===== src/hw/clock_gate_cfg.svh =====
// Register offsets, field positions, reset values and answer codes of the sleep gating bank
`ifndef CLOCK_GATE_CFG_SVH
`define CLOCK_GATE_CFG_SVH

// Register byte offsets inside the system control block
`define RUN_GATE_OFS       12'h100
`define SLEEP_GATE_OFS     12'h110
`define DEEP_GATE_OFS      12'h120
`define CLOCK_CONFIG_OFS   12'h130
`define EVENT_STATUS_OFS   12'h140
`define EVENT_MASK_OFS     12'h144

// Field positions of a gating word and of the clock configuration register
`define ADC_EN_BIT         16
`define RATE_MSB           9
`define RATE_LSB           8
`define HIB_EN_BIT         6
`define WDT_EN_BIT         3
`define AUTO_GATE_BIT      0

// Reset value and writable bits of a gating word
`define GATE_RESET         32'h00000040
`define GATE_WRITABLE      32'h00010348

// Sample rate codes
`define RATE_500K          2'h2
`define RATE_250K          2'h1
`define RATE_125K          2'h0

// Event bits of the status and mask registers
`define EVT_ADC_FAULT      0
`define EVT_WDT_FAULT      1
`define EVT_MODE_CHANGE    2
`define EVT_WIDTH          3

// Bus answer codes
`define RESP_OKAY          2'h0
`define RESP_SLVERR        2'h2

`endif


===== src/hw/clock_gate_pkg.sv =====
// Types shared by the sleep gating bank and its register port
package clock_gate_pkg;
`include "clock_gate_cfg.svh"

   // Applied power mode, Gray coded along run, sleep, deep sleep
   typedef enum logic [1:0] {
      MODE_RUN   = 2'b00,
      MODE_SLEEP = 2'b01,
      MODE_DEEP  = 2'b11
   } power_mode_e;

   // Stored fields of one gating word
   typedef struct packed {
      logic       adc_en;
      logic [1:0] rate;
      logic       hib_en;
      logic       wdt_en;
   } gate_fields_s;

   // Whole state of the gating bank
   typedef struct packed {
      gate_fields_s            run;
      gate_fields_s            sleep;
      gate_fields_s            deep;
      logic                    auto_gate;
      power_mode_e             mode;
      gate_fields_s            applied;
      logic [`EVT_WIDTH-1:0]   status;
      logic [`EVT_WIDTH-1:0]   mask;
      logic                    fault_adc;
      logic                    fault_wdt;
      logic                    irq;
      logic                    post_rst;
   } bank_state_s;

   // Whole state of the register port
   typedef struct packed {
      logic        aw_have;
      logic [11:0] aw_addr;
      logic        w_have;
      logic [31:0] w_data;
      logic [3:0]  w_strb;
      logic        bvalid;
      logic [1:0]  bresp;
      logic        rvalid;
      logic [31:0] rdata;
      logic [1:0]  rresp;
   } port_state_s;

endpackage : clock_gate_pkg


===== src/hw/low_power_clock_gating_bank0.sv =====
// Sleep and deep-sleep clock gating bank with AXI4-Lite register access
// Overview of operation
// Each gating bit is one unit's clock enable
// Access to a gated-off unit raises bus fault; only the converter and watchdog have a fault path here
// Sleep and deep-sleep registers reset to 0x40
// Other gating bits reset to zero, unit unclocked
// Run, sleep, deep-sleep registers apply per mode
// Sleep registers act only with auto gating set
// Bit 16 gates converter clock; access faults
// Bits 9:8 select converter sample rate
// Sample rate never exceeds the part maximum
// Bit 6 gates the hibernation unit clock
// Bit 3 gates watchdog clock; access faults
// Reserved bits read zero, ignore writes
// Sleep register at 0x110, deep at 0x120
// Software enables the units it needs
// Without auto gating, run settings stay applied
`timescale 1ns/10ps
`include "clock_gate_cfg.svh"
module low_power_clock_gating_bank0 #(
   parameter logic [1:0] MAX_RATE_CODE = `RATE_500K   // Fastest rate the part allows
) (
   // Clock and reset
   input  wire logic        SYS_CLK,
   input  wire logic        RST_N,
   // AXI4-Lite write channels
   input  wire logic        S_AXI_AWVALID,
   output logic             S_AXI_AWREADY,
   input  wire logic [11:0] S_AXI_AWADDR,
   input  wire logic        S_AXI_WVALID,
   output logic             S_AXI_WREADY,
   input  wire logic [31:0] S_AXI_WDATA,
   input  wire logic [3:0]  S_AXI_WSTRB,
   output logic             S_AXI_BVALID,
   input  wire logic        S_AXI_BREADY,
   output logic [1:0]       S_AXI_BRESP,
   // AXI4-Lite read channels
   input  wire logic        S_AXI_ARVALID,
   output logic             S_AXI_ARREADY,
   input  wire logic [11:0] S_AXI_ARADDR,
   output logic             S_AXI_RVALID,
   input  wire logic        S_AXI_RREADY,
   output logic [31:0]      S_AXI_RDATA,
   output logic [1:0]       S_AXI_RRESP,
   // Power mode requests from the processor
   input  wire logic        SLEEP_REQ,
   input  wire logic        DEEP_SLEEP_REQ,
   // Unit access strobes from the system bus decoder
   input  wire logic        ADC_ACCESS,
   input  wire logic        WDT_ACCESS,
   // Unit clock enables and converter rate
   output logic             ADC_CLK_EN,
   output logic             HIB_CLK_EN,
   output logic             WDT_CLK_EN,
   output logic [1:0]       ADC_RATE,
   // Faults and interrupt
   output logic             ADC_BUS_FAULT,
   output logic             WDT_BUS_FAULT,
   output logic             IRQ
);
   import clock_gate_pkg::*;

   localparam logic [31:0] GATE_RST = `GATE_RESET;   // Reset image of a gating word

   bank_state_s st_q;          // Registered bank state
   bank_state_s st_d;          // Next bank state
   logic        wr_en;         // Write strobe from the port
   logic [11:0] wr_addr;       // Write byte address
   logic [31:0] wr_data;       // Write data
   logic [3:0]  wr_strb;       // Write byte strobes
   logic        wr_err;        // Write hits no register
   logic        rd_en;         // Read strobe from the port
   logic [11:0] rd_addr;       // Read byte address
   logic [31:0] rd_data;       // Read word
   logic        rd_err;        // Read hits no register
   power_mode_e mode_req;      // Mode asked for this cycle

   // Limit a rate code to the part maximum; code 3 is also pulled down
   function automatic logic [1:0] clamp_rate(input logic [1:0] code);
      clamp_rate = (code > MAX_RATE_CODE) ? MAX_RATE_CODE : code;
   endfunction : clamp_rate

   // Unpack a gating word into its stored fields
   function automatic gate_fields_s unpack_gate(input logic [31:0] w);
      gate_fields_s f;
      f.adc_en = w[`ADC_EN_BIT];
      f.rate   = clamp_rate(w[`RATE_MSB:`RATE_LSB]);
      f.hib_en = w[`HIB_EN_BIT];
      f.wdt_en = w[`WDT_EN_BIT];
      unpack_gate = f;
   endfunction : unpack_gate

   // Pack stored fields into a word; reserved bits come back as zero
   function automatic logic [31:0] pack_gate(input gate_fields_s f);
      logic [31:0] w;
      w                       = 32'h00000000;
      w[`ADC_EN_BIT]          = f.adc_en;
      w[`RATE_MSB:`RATE_LSB]  = f.rate;
      w[`HIB_EN_BIT]          = f.hib_en;
      w[`WDT_EN_BIT]          = f.wdt_en;
      pack_gate = w;
   endfunction : pack_gate

   // Byte-lane merge of new write data over an old word
   function automatic logic [31:0] merge(input logic [31:0] old, input logic [31:0] data,
                                         input logic [3:0] strb);
      logic [31:0] w;
      w = old;
      for (int i = 0; i < 4; i++) begin
         if (strb[i]) begin
            w[8*i +: 8] = data[8*i +: 8];
         end
      end
      merge = w;
   endfunction : merge

   // Apply a bus write to one gating register
   function automatic gate_fields_s write_gate(input gate_fields_s old, input logic [31:0] data,
                                               input logic [3:0] strb);
      write_gate = unpack_gate(merge(pack_gate(old), data, strb));
   endfunction : write_gate

   // True when the address names one of the bank's registers
   function automatic logic is_mapped(input logic [11:0] a);
      is_mapped = (a == `RUN_GATE_OFS) || (a == `SLEEP_GATE_OFS) || (a == `DEEP_GATE_OFS) ||
                  (a == `CLOCK_CONFIG_OFS) || (a == `EVENT_STATUS_OFS) ||
                  (a == `EVENT_MASK_OFS);
   endfunction : is_mapped

   // Bus front end
   axil_reg_port u_port (
      .clk           (SYS_CLK),
      .rst_n         (RST_N),
      .s_axi_awvalid (S_AXI_AWVALID),
      .s_axi_awready (S_AXI_AWREADY),
      .s_axi_awaddr  (S_AXI_AWADDR),
      .s_axi_wvalid  (S_AXI_WVALID),
      .s_axi_wready  (S_AXI_WREADY),
      .s_axi_wdata   (S_AXI_WDATA),
      .s_axi_wstrb   (S_AXI_WSTRB),
      .s_axi_bvalid  (S_AXI_BVALID),
      .s_axi_bready  (S_AXI_BREADY),
      .s_axi_bresp   (S_AXI_BRESP),
      .s_axi_arvalid (S_AXI_ARVALID),
      .s_axi_arready (S_AXI_ARREADY),
      .s_axi_araddr  (S_AXI_ARADDR),
      .s_axi_rvalid  (S_AXI_RVALID),
      .s_axi_rready  (S_AXI_RREADY),
      .s_axi_rdata   (S_AXI_RDATA),
      .s_axi_rresp   (S_AXI_RRESP),
      .wr_en         (wr_en),
      .wr_addr       (wr_addr),
      .wr_data       (wr_data),
      .wr_strb       (wr_strb),
      .wr_err        (wr_err),
      .rd_en         (rd_en),
      .rd_addr       (rd_addr),
      .rd_data       (rd_data),
      .rd_err        (rd_err)
   );

   // Unmapped addresses answer with a slave error
   assign wr_err = !is_mapped(wr_addr);
   assign rd_err = !is_mapped(rd_addr);

   // Read multiplexer; rd_en only qualifies the capture in the port
   always_comb begin
      case (rd_addr)
         `RUN_GATE_OFS:     rd_data = pack_gate(st_q.run);
         `SLEEP_GATE_OFS:   rd_data = pack_gate(st_q.sleep);
         `DEEP_GATE_OFS:    rd_data = pack_gate(st_q.deep);
         `CLOCK_CONFIG_OFS: rd_data = {31'h00000000, st_q.auto_gate};
         `EVENT_STATUS_OFS: rd_data = {29'h00000000, st_q.status};
         `EVENT_MASK_OFS:   rd_data = {29'h00000000, st_q.mask};
         default:           rd_data = 32'h00000000;
      endcase
   end

   // Requested mode; deep sleep outranks sleep
   assign mode_req = DEEP_SLEEP_REQ ? MODE_DEEP : (SLEEP_REQ ? MODE_SLEEP : MODE_RUN);

   // Next-state logic of the whole bank
   always_comb begin
      logic [`EVT_WIDTH-1:0] evt_set;   // Events raised this cycle
      logic [`EVT_WIDTH-1:0] evt_clr;   // Write-one-to-clear bits
      evt_set = '0;
      evt_clr = '0;
      st_d    = st_q;
      st_d.post_rst = 1'b1;
      // Register writes
      if (wr_en) begin
         case (wr_addr)
            `RUN_GATE_OFS: begin
               st_d.run = write_gate(st_q.run, wr_data, wr_strb);
            end
            `SLEEP_GATE_OFS: begin
               st_d.sleep = write_gate(st_q.sleep, wr_data, wr_strb);
            end
            `DEEP_GATE_OFS: begin
               st_d.deep = write_gate(st_q.deep, wr_data, wr_strb);
            end
            `CLOCK_CONFIG_OFS: begin
               if (wr_strb[0]) begin
                  st_d.auto_gate = wr_data[`AUTO_GATE_BIT];
               end
            end
            `EVENT_STATUS_OFS: begin
               if (wr_strb[0]) begin
                  evt_clr = wr_data[`EVT_WIDTH-1:0];
               end
            end
            `EVENT_MASK_OFS: begin
               if (wr_strb[0]) begin
                  st_d.mask = wr_data[`EVT_WIDTH-1:0];
               end
            end
            default: begin
               // Unmapped write changes nothing
            end
         endcase
      end
      // Mode tracking; a change is a transition event
      st_d.mode = mode_req;
      evt_set[`EVT_MODE_CHANGE] = (mode_req != st_q.mode);
      // Source of the applied enables follows the registered mode
      case (st_q.mode)
         MODE_SLEEP: st_d.applied = st_q.auto_gate ? st_q.sleep : st_q.run;
         MODE_DEEP:  st_d.applied = st_q.auto_gate ? st_q.deep : st_q.run;
         MODE_RUN:   st_d.applied = st_q.run;
         default:    st_d.applied = st_q.run;
      endcase
      // Accesses to an unclocked unit fault; the hibernation unit has no fault path
      st_d.fault_adc = ADC_ACCESS && !st_q.applied.adc_en;
      st_d.fault_wdt = WDT_ACCESS && !st_q.applied.wdt_en;
      evt_set[`EVT_ADC_FAULT] = st_d.fault_adc;
      evt_set[`EVT_WDT_FAULT] = st_d.fault_wdt;
      // Set beats clear so an event in the clearing cycle survives
      st_d.status = (st_q.status & ~evt_clr) | evt_set;
      st_d.irq    = |(st_d.status & st_d.mask);
   end

   // State register; every gating word leaves reset at the documented image
   always_ff @(posedge SYS_CLK or negedge RST_N) begin
      if (!RST_N) begin
         st_q          <= '0;
         st_q.run      <= '{adc_en: GATE_RST[`ADC_EN_BIT], rate: GATE_RST[`RATE_MSB:`RATE_LSB],
                            hib_en: GATE_RST[`HIB_EN_BIT], wdt_en: GATE_RST[`WDT_EN_BIT]};
         st_q.sleep    <= '{adc_en: GATE_RST[`ADC_EN_BIT], rate: GATE_RST[`RATE_MSB:`RATE_LSB],
                            hib_en: GATE_RST[`HIB_EN_BIT], wdt_en: GATE_RST[`WDT_EN_BIT]};
         st_q.deep     <= '{adc_en: GATE_RST[`ADC_EN_BIT], rate: GATE_RST[`RATE_MSB:`RATE_LSB],
                            hib_en: GATE_RST[`HIB_EN_BIT], wdt_en: GATE_RST[`WDT_EN_BIT]};
         st_q.applied  <= '{adc_en: GATE_RST[`ADC_EN_BIT], rate: GATE_RST[`RATE_MSB:`RATE_LSB],
                            hib_en: GATE_RST[`HIB_EN_BIT], wdt_en: GATE_RST[`WDT_EN_BIT]};
         st_q.mode     <= MODE_RUN;
      end else begin
         st_q <= st_d;
      end
   end

   // Outputs, all straight from flops
   assign ADC_CLK_EN    = st_q.applied.adc_en;
   assign HIB_CLK_EN    = st_q.applied.hib_en;
   assign WDT_CLK_EN    = st_q.applied.wdt_en;
   assign ADC_RATE      = st_q.applied.rate;
   assign ADC_BUS_FAULT = st_q.fault_adc;
   assign WDT_BUS_FAULT = st_q.fault_wdt;
   assign IRQ           = st_q.irq;
endmodule : low_power_clock_gating_bank0


===== src/hw/axil_reg_port.sv =====
// AXI4-Lite slave front end that turns bus transfers into register strobes
`timescale 1ns/10ps
`include "clock_gate_cfg.svh"
module axil_reg_port (
   // Clock and reset
   input  wire logic        clk,
   input  wire logic        rst_n,
   // Write address and data channels
   input  wire logic        s_axi_awvalid,
   output logic             s_axi_awready,
   input  wire logic [11:0] s_axi_awaddr,
   input  wire logic        s_axi_wvalid,
   output logic             s_axi_wready,
   input  wire logic [31:0] s_axi_wdata,
   input  wire logic [3:0]  s_axi_wstrb,
   // Write response channel
   output logic             s_axi_bvalid,
   input  wire logic        s_axi_bready,
   output logic [1:0]       s_axi_bresp,
   // Read channels
   input  wire logic        s_axi_arvalid,
   output logic             s_axi_arready,
   input  wire logic [11:0] s_axi_araddr,
   output logic             s_axi_rvalid,
   input  wire logic        s_axi_rready,
   output logic [31:0]      s_axi_rdata,
   output logic [1:0]       s_axi_rresp,
   // Register side
   output logic             wr_en,
   output logic [11:0]      wr_addr,
   output logic [31:0]      wr_data,
   output logic [3:0]       wr_strb,
   input  wire logic        wr_err,
   output logic             rd_en,
   output logic [11:0]      rd_addr,
   input  wire logic [31:0] rd_data,
   input  wire logic        rd_err
);
   import clock_gate_pkg::*;

   port_state_s s_q;   // Registered port state
   port_state_s s_d;   // Next port state

   // Each write channel holds one item until the write pair is answered; the read address channel waits only for the read answer
   assign s_axi_awready = !s_q.aw_have && !s_q.bvalid;
   assign s_axi_wready  = !s_q.w_have && !s_q.bvalid;
   assign s_axi_arready = !s_q.rvalid;
   assign s_axi_bvalid  = s_q.bvalid;
   assign s_axi_bresp   = s_q.bresp;
   assign s_axi_rvalid  = s_q.rvalid;
   assign s_axi_rdata   = s_q.rdata;
   assign s_axi_rresp   = s_q.rresp;
   assign wr_addr       = s_q.aw_addr;
   assign wr_data       = s_q.w_data;
   assign wr_strb       = s_q.w_strb;
   assign rd_addr       = s_axi_araddr;

   // Channel bookkeeping; address and data may come in either order
   always_comb begin
      s_d   = s_q;
      wr_en = 1'b0;
      rd_en = 1'b0;
      if (s_axi_awvalid && s_axi_awready) begin
         s_d.aw_have = 1'b1;
         s_d.aw_addr = s_axi_awaddr;
      end
      if (s_axi_wvalid && s_axi_wready) begin
         s_d.w_have = 1'b1;
         s_d.w_data = s_axi_wdata;
         s_d.w_strb = s_axi_wstrb;
      end
      if (s_q.bvalid && s_axi_bready) begin
         s_d.bvalid = 1'b0;
      end
      // Both halves held: commit the write and answer next cycle
      if (s_q.aw_have && s_q.w_have && !s_q.bvalid) begin
         wr_en       = 1'b1;
         s_d.aw_have = 1'b0;
         s_d.w_have  = 1'b0;
         s_d.bvalid  = 1'b1;
         s_d.bresp   = wr_err ? `RESP_SLVERR : `RESP_OKAY;
      end
      if (s_q.rvalid && s_axi_rready) begin
         s_d.rvalid = 1'b0;
      end
      // Read data is captured in the cycle the address is taken
      if (s_axi_arvalid && s_axi_arready) begin
         rd_en      = 1'b1;
         s_d.rvalid = 1'b1;
         s_d.rdata  = rd_data;
         s_d.rresp  = rd_err ? `RESP_SLVERR : `RESP_OKAY;
      end
   end

   // State register
   always_ff @(posedge clk or negedge rst_n) begin
      if (!rst_n) begin
         s_q <= '0;
      end else begin
         s_q <= s_d;
      end
   end

endmodule : axil_reg_port


===== config.mk =====
export PLATFORM = sky130hd
export DESIGN_NAME = low_power_clock_gating_bank0
export DESIGN_NICKNAME = d
export VERILOG_FILES = /design/src/hw/clock_gate_pkg.sv /design/src/hw/low_power_clock_gating_bank0.sv /design/src/hw/axil_reg_port.sv
export VERILOG_INCLUDE_DIRS = /design/src /design/src/hw
export SDC_FILE = /design/constraint.sdc
export NUM_CORES = 1
export LEC_CHECK = 0
export CORE_UTILIZATION = 45
export DETAILED_ROUTE_END_ITERATION = 10
export DONT_BUFFER_PORTS = 1
export GPL_TIMING_DRIVEN = 0
export PLACE_DENSITY = 0.69
export SLEW_MARGIN = 20
export SYNTH_ARGS = -nofsm -noshare
export SYNTH_HDL_FRONTEND = slang
export SYNTH_SLANG_ARGS = --single-unit

===== constraint.sdc =====
create_clock -name SYS_CLK -period 3.4 [get_ports SYS_CLK]
set_clock_uncertainty 0.2 [all_clocks]
set_input_delay 0.68 -clock SYS_CLK [delete_from_list [all_inputs] [get_ports SYS_CLK]]
set_output_delay 0.68 -clock SYS_CLK [all_outputs]
set_load 0.05 [all_outputs]

# Yosys cells after proc, flatten, opt, wreduce, memory -nomap -nowiden

Cells that the tools add are included.

Register bits after elaboration: 120
Input bits: 71
Word-level logic and storage cells: 132

Reductions and logical operators: 42
Magnitude comparators: 3
Bitwise gates (word level): 4
Equal/unequal tests: 15
Mux-type cells: 35

Operator list:

| kind                | count |
|---|---|
| $eq 12x9->1 const B | 12 |
| $pmux 17 s6         | 1 |
| $mux 37             | 1 |
| $mux 35             | 1 |
| $mux 2              | 15 |
| $mux 3              | 7 |
| $reduce_and 3->1    | 7 |
| $mux 13             | 1 |
| $logic_and 1x1->1   | 11 |
| $logic_or 1x1->1    | 10 |
| $mux 5              | 2 |
| $pmux 5 s2          | 1 |
| $reduce_bool 2->1   | 4 |
| $and 3x3->3         | 2 |
| $gt 2x2->1 const B  | 3 |
| $logic_not 1->1     | 6 |
| $mux 1              | 6 |
| $reduce_and 2->1    | 3 |
| $not 3->3           | 1 |
| $or 3x3->3          | 1 |
| $reduce_or 3->1     | 1 |
| $eq 2x1->1 const B  | 1 |
| $eq 2x2->1 const B  | 1 |
| $ne 2x2->1          | 1 |

# Longest topological paths before layout

Depth after elaboration: 9
Depth in mapped cells: 7

# Hierarchy

Synthesis repeated with hierarchy kept, for this count alone.

Cells, all modules: 449
Area, all modules: 5760.5 um2

By module, submodules not included:

| module                       | cells each | area an instance (um2) | times used |
|---|---|---|---|
| axil_reg_port                | 289        | 4078.9                 | 1 |
| low_power_clock_gating_bank0 | 160        | 1681.6                 | 1 |

# Worst setup path after synthesis

Ideal clock, no wire load.

Path kind: register -> register
Start point: reg u_port.s_q, in the netlist u_port.s_axi_bvalid
End point: reg u_port.s_q, in the netlist u_port.wr_addr[10]
Stages on the path, launching flop included: 5
Data required time: 3.075 ns
Clock period less this slack: 2.636 ns
Path slack: 0.764 ns
Path buffers: 1
Arrival: 2.311 ns
Cells stage by stage: dfrtp_1 -> nor2_1 -> and2_1 -> clkbuf_1 -> mux2_2

Cells in the longest elaborated chain, start to end: 3

RTL lines:

| element                | RTL line                           | RTL |
|---|---|---|
| start, declared        | axil_reg_port.sv:41                | `port_state_s s_q;` |
| start signal, assigned | axil_reg_port.sv:98                | `s_q <= '0;` |
| start signal, assigned | axil_reg_port.sv:100               | `s_q <= s_d;` |
| $logic_not 1->1        | axil_reg_port.sv:45                | `assign s_axi_awready = !s_q.aw_have && !s_q.bvalid;` |
| $logic_and 1x1->1      | axil_reg_port.sv:45                |  |
| via S_AXI_AWREADY      | low_power_clock_gating_bank0.sv:28 | `output logic S_AXI_AWREADY,` |
| $logic_and 1x1->1      | axil_reg_port.sv:63                | `if (s_axi_awvalid && s_axi_awready) begin` |

The timed path passes the listed nets, and every way through them passes these cells.
A chain may end at the register's enable or synchronous reset.

# Final worst setup path

Start point: reg u_port.s_q, in the netlist u_port.s_axi_bvalid
End point: reg u_port.s_q, in the netlist u_port.wr_strb[0]

Cells in the longest elaborated chain, start to end: 3

RTL lines:

| element           | RTL line                           | RTL |
|---|---|---|
| $logic_not 1->1   | axil_reg_port.sv:46                | `assign s_axi_wready = !s_q.w_have && !s_q.bvalid;` |
| $logic_and 1x1->1 | axil_reg_port.sv:46                |  |
| via S_AXI_WREADY  | low_power_clock_gating_bank0.sv:31 | `output logic S_AXI_WREADY,` |
| $logic_and 1x1->1 | axil_reg_port.sv:67                | `if (s_axi_wvalid && s_axi_wready) begin` |

The timed path passes the listed nets, and every way through them passes these cells.

==> run_results.csv <==
group,metric,value,unit
clocking,cts_tree,"done",
worst_setup_path,max_stage_delay,790,ps
flow_run,maxCapViolations,0,
pwr,ir_worst_vdd,0.0004831,V
global_route,grt_pass1_vias,2098,
sta,layout_worst_path_cycle_share,86.14,%
yosys,netlist_area,0.003405,mm²
floorplan,die_y,88.98,µm
yosys,ys_types,43,
worst_setup_path,crit_start,"u_port.s_axi_bvalid",
clocking,cts-resized-gates,0,
sta,min_period,2929,ps
yosys,yosysWarnings,0,
yosys,synth_mux_area_share,17.20,%
routing,wl_per_cell,14.14,µm
place,numPlacedInstances,421,
yosys,synth_enable_flop_cells,0,
worst_setup_path,path_buf_inv,1,
sta,final.setup.tns,0,ps
outcome,status,"complete, no violations",
routing,routed-via-count,2174,
yosys,synthAdderAreaFrac,0,%
sta,drv_slew,0,
finish,layout.nets,405,
yosys,synth.avg_cell_area,11.46,µm²
global_route,grt_antenna_before_repair,0,
yosys,yosys.area.top_type,"dfrtp_1",
clocking,clk_pin_slew,70,ps
clocking,clockBufferDepth,2,
routing,route.antenna.remaining_nets,0,
finish,final_cell_mix,"dfrtp_1 (65), buf_4 (40), mux2_2 (40)",
clocking,cts.sinks,69,
sta,relSlewSlack,38.95,%
place,hpwl,4561,µm
yosys,synthCells,297,
yosys,synth-seq-cells,69,
yosys,synthXorXnorAreaFrac,0.2573,%
routing,viasPerCell,4.975,
finish,syn_to_final_growth,11.87,%
hold_path,hold_class,"input pin to async pin",
place,dpl_cell_area,0.003622,mm²
global_route,overflow,0,
sta,finalHoldViolations,0,
yosys,synth_top_family_by_area,"multiplexers",
global_route,grt_usage,17.43,%
yosys,ys.flop_type,"dfrtp_1",
worst_setup_path,cp.required,3430,ps
floorplan,num_rows,31,
finish,multiInputGateArea,0.001404,mm²
yosys,netlist.area_leader.share,47.78,%
worst_setup_path,startpoint_type,"register",
routing,drcViolationCount,0,
floorplan,die_x,88.98,µm
pwr,finalPower,0.002435,W
pwr,leakage,1.765,nW
worst_setup_path,worstPathMaxFanout,10,
floorplan,ios,120,
yosys,synth_compound_area_share,7.277,%
global_route,grt_max_degree,70,
place,place.gp.congestion,0.6975,
floorplan,start_util,46.69,%
yosys,synth_simple_gate_area_share,13.63,%
floorplan,die_area,0.007917,mm²
sta,fmax,341.5,MHz
finish,final_common_cell,"dfrtp_1",
worst_setup_path,timing.setup.critical_path_class,"register to register",
routing,drtIter0Drc,60,
yosys,yosys-top-cells-area,"dfrtp_1 (48%), mux2_2 (13%), buf_4 (8.8%)",
clocking,worstSkewPairLatency,340,ps
finish,layout-drive-gt1-share,32.25,%
worst_setup_path,critPathArrivalTime,2960,ps
worst_setup_path,ff2ff_path_depth,4,
worst_setup_path,r2r-start,"u_port.s_axi_bvalid",
yosys,async_flop_share,100.0,%
worst_setup_path,cp-end-kind,"register",
finish,stdcell_count,437,
routing,dr.pass1.iters,4,
place,io_buffers,0,
worst_setup_path,cp_slowest_cell,"nor2_1",
finish,final_area,0.003809,mm²
clocking,root_buffer,"clkbuf_8",
worst_setup_path,path_delay_family,"simple AND/OR/NAND/NOR gates",
floorplan,fp.coreArea,0.007292,mm²
worst_setup_path,crit_chain,"nor2_1 -> and2_1 -> clkbuf_1 -> mux2_2",
sta,worst_slew_pin_slew,912.4,ps
global_route,grt_pass1_wl,10090,µm
clocking,ctsHtreeMaxLevel,3,
finish,nFillCells,662,
finish,num_antenna_cells,0,
clocking,cts_buffers,9,
sta,rsz0062_at_grt,"no",
pwr,powerDensity,639.2,mW/mm²
finish,final-seq-area,0.001732,mm²
sta,setup_viol_count_final,0,
worst_setup_path,crit_cells,4,
routing,totalWireLength,6178,µm
yosys,ys_seq_area_share,50.86,%
sequential cells by signal, summed over array words and instances (netlist names), 2 cells and up:
name                flops
u_port.wr_addr         12
st_q                   24
u_port.s_axi_rdata      8
u_port.wr_data          8
u_port.s_q              2
ADC_RATE                2
u_port.wr_strb          3
through the flow:
step | hold WS [ps] | utilization, % | setup WS (ps)
finish | 15.44 | 52.23 | 471.4
global route | 25.43 | 52.23 | 383.6
CTS | 19.58 | 52.23 | 449.3
detailed placement | 186.4 | 49.67 | 479.1
global placement | 186.1 | 49.67 | 472.9
floorplan | 184.4 | - | 764.3
cell families after synthesis:
group / after synthesis
DFF: 69
and+or+nand+nor: 79
buffers and inverters: 54
AOI/OAI and AO/OA: 40
muxes: 53
xor gates and xnor gates: 1
other: 1
worst register-to-register path, stage by stage (launching register included):
cell and delay [ps]:
dfrtp_1 590, nor2_1 790, and2_1 330, clkbuf_1 500
mux2_2 410
layer usage:
layer / track usage [%] / up-vias / routed length [µm]
met5: 0 / - / 0
met4: 6.638 / 0 / 106
met3: 7.479 / 9 / 514
met2: 27.06 / 90 / 2791
met1: 21.75 / 1023 / 2766
li1: - / 1052 / -
path summary, 6_finish.rpt:
path / end / slack (ps)
worst max register to register: u_port.wr_strb[0] / 470
max in group asynchronous: HIB_CLK_EN / 2670
worst min-delay path: st_q[25] / 20
worst max-delay path: u_port.wr_strb[0] / 470
min in group SYS_CLK: st_q[16] / 160
worst min register to register: u_port.s_axi_rdata[0] / 290
where the power goes:
group | internal (W) | total, W | switching, W
clock | 0.000279 | 0.000560 | 0.000281
sequential | 0.000997 | 0.00118 | 0.000188
combinational | 0.000311 | 0.000690 | 0.000379
Yosys cell counts (2+ instances only):
library cell and count:
a21o_1 3, a21oi_1 9, a22o_1 7, and2_1 3
buf_2 2, buf_4 40, clkbuf_1 7, dfrtp_1 65
dfstp_2 4, inv_1 4, mux2_2 40, mux2i_1 12
nand2_1 21, nand2b_1 2, nand3_1 2, nand3b_1 3
nand4_1 3, nand4b_1 4, nor2_1 18, nor2b_1 4
nor3_1 3, nor3b_1 4, o21ai_0 16, or2_2 2
what timing repair did:
action,CTS,global route
hold buffers,1,0
setup buffers,0,0
hold endpoints to repair,69,0
cell type report:
type | instances | area share (%)
Clock inverter | 2 | 0.2628
Timing Repair Buffer | 1 | 0.7227
Inverter | 4 | 0.3942
Multi-Input combinational cell | 199 | 36.86
Buffer | 50 | 9.133
Tap cell | 99 | 3.252
Sequential cell | 69 | 45.47
Clock buffer | 13 | 3.909
No activity file was read; power rests on OpenSTA's default activity.
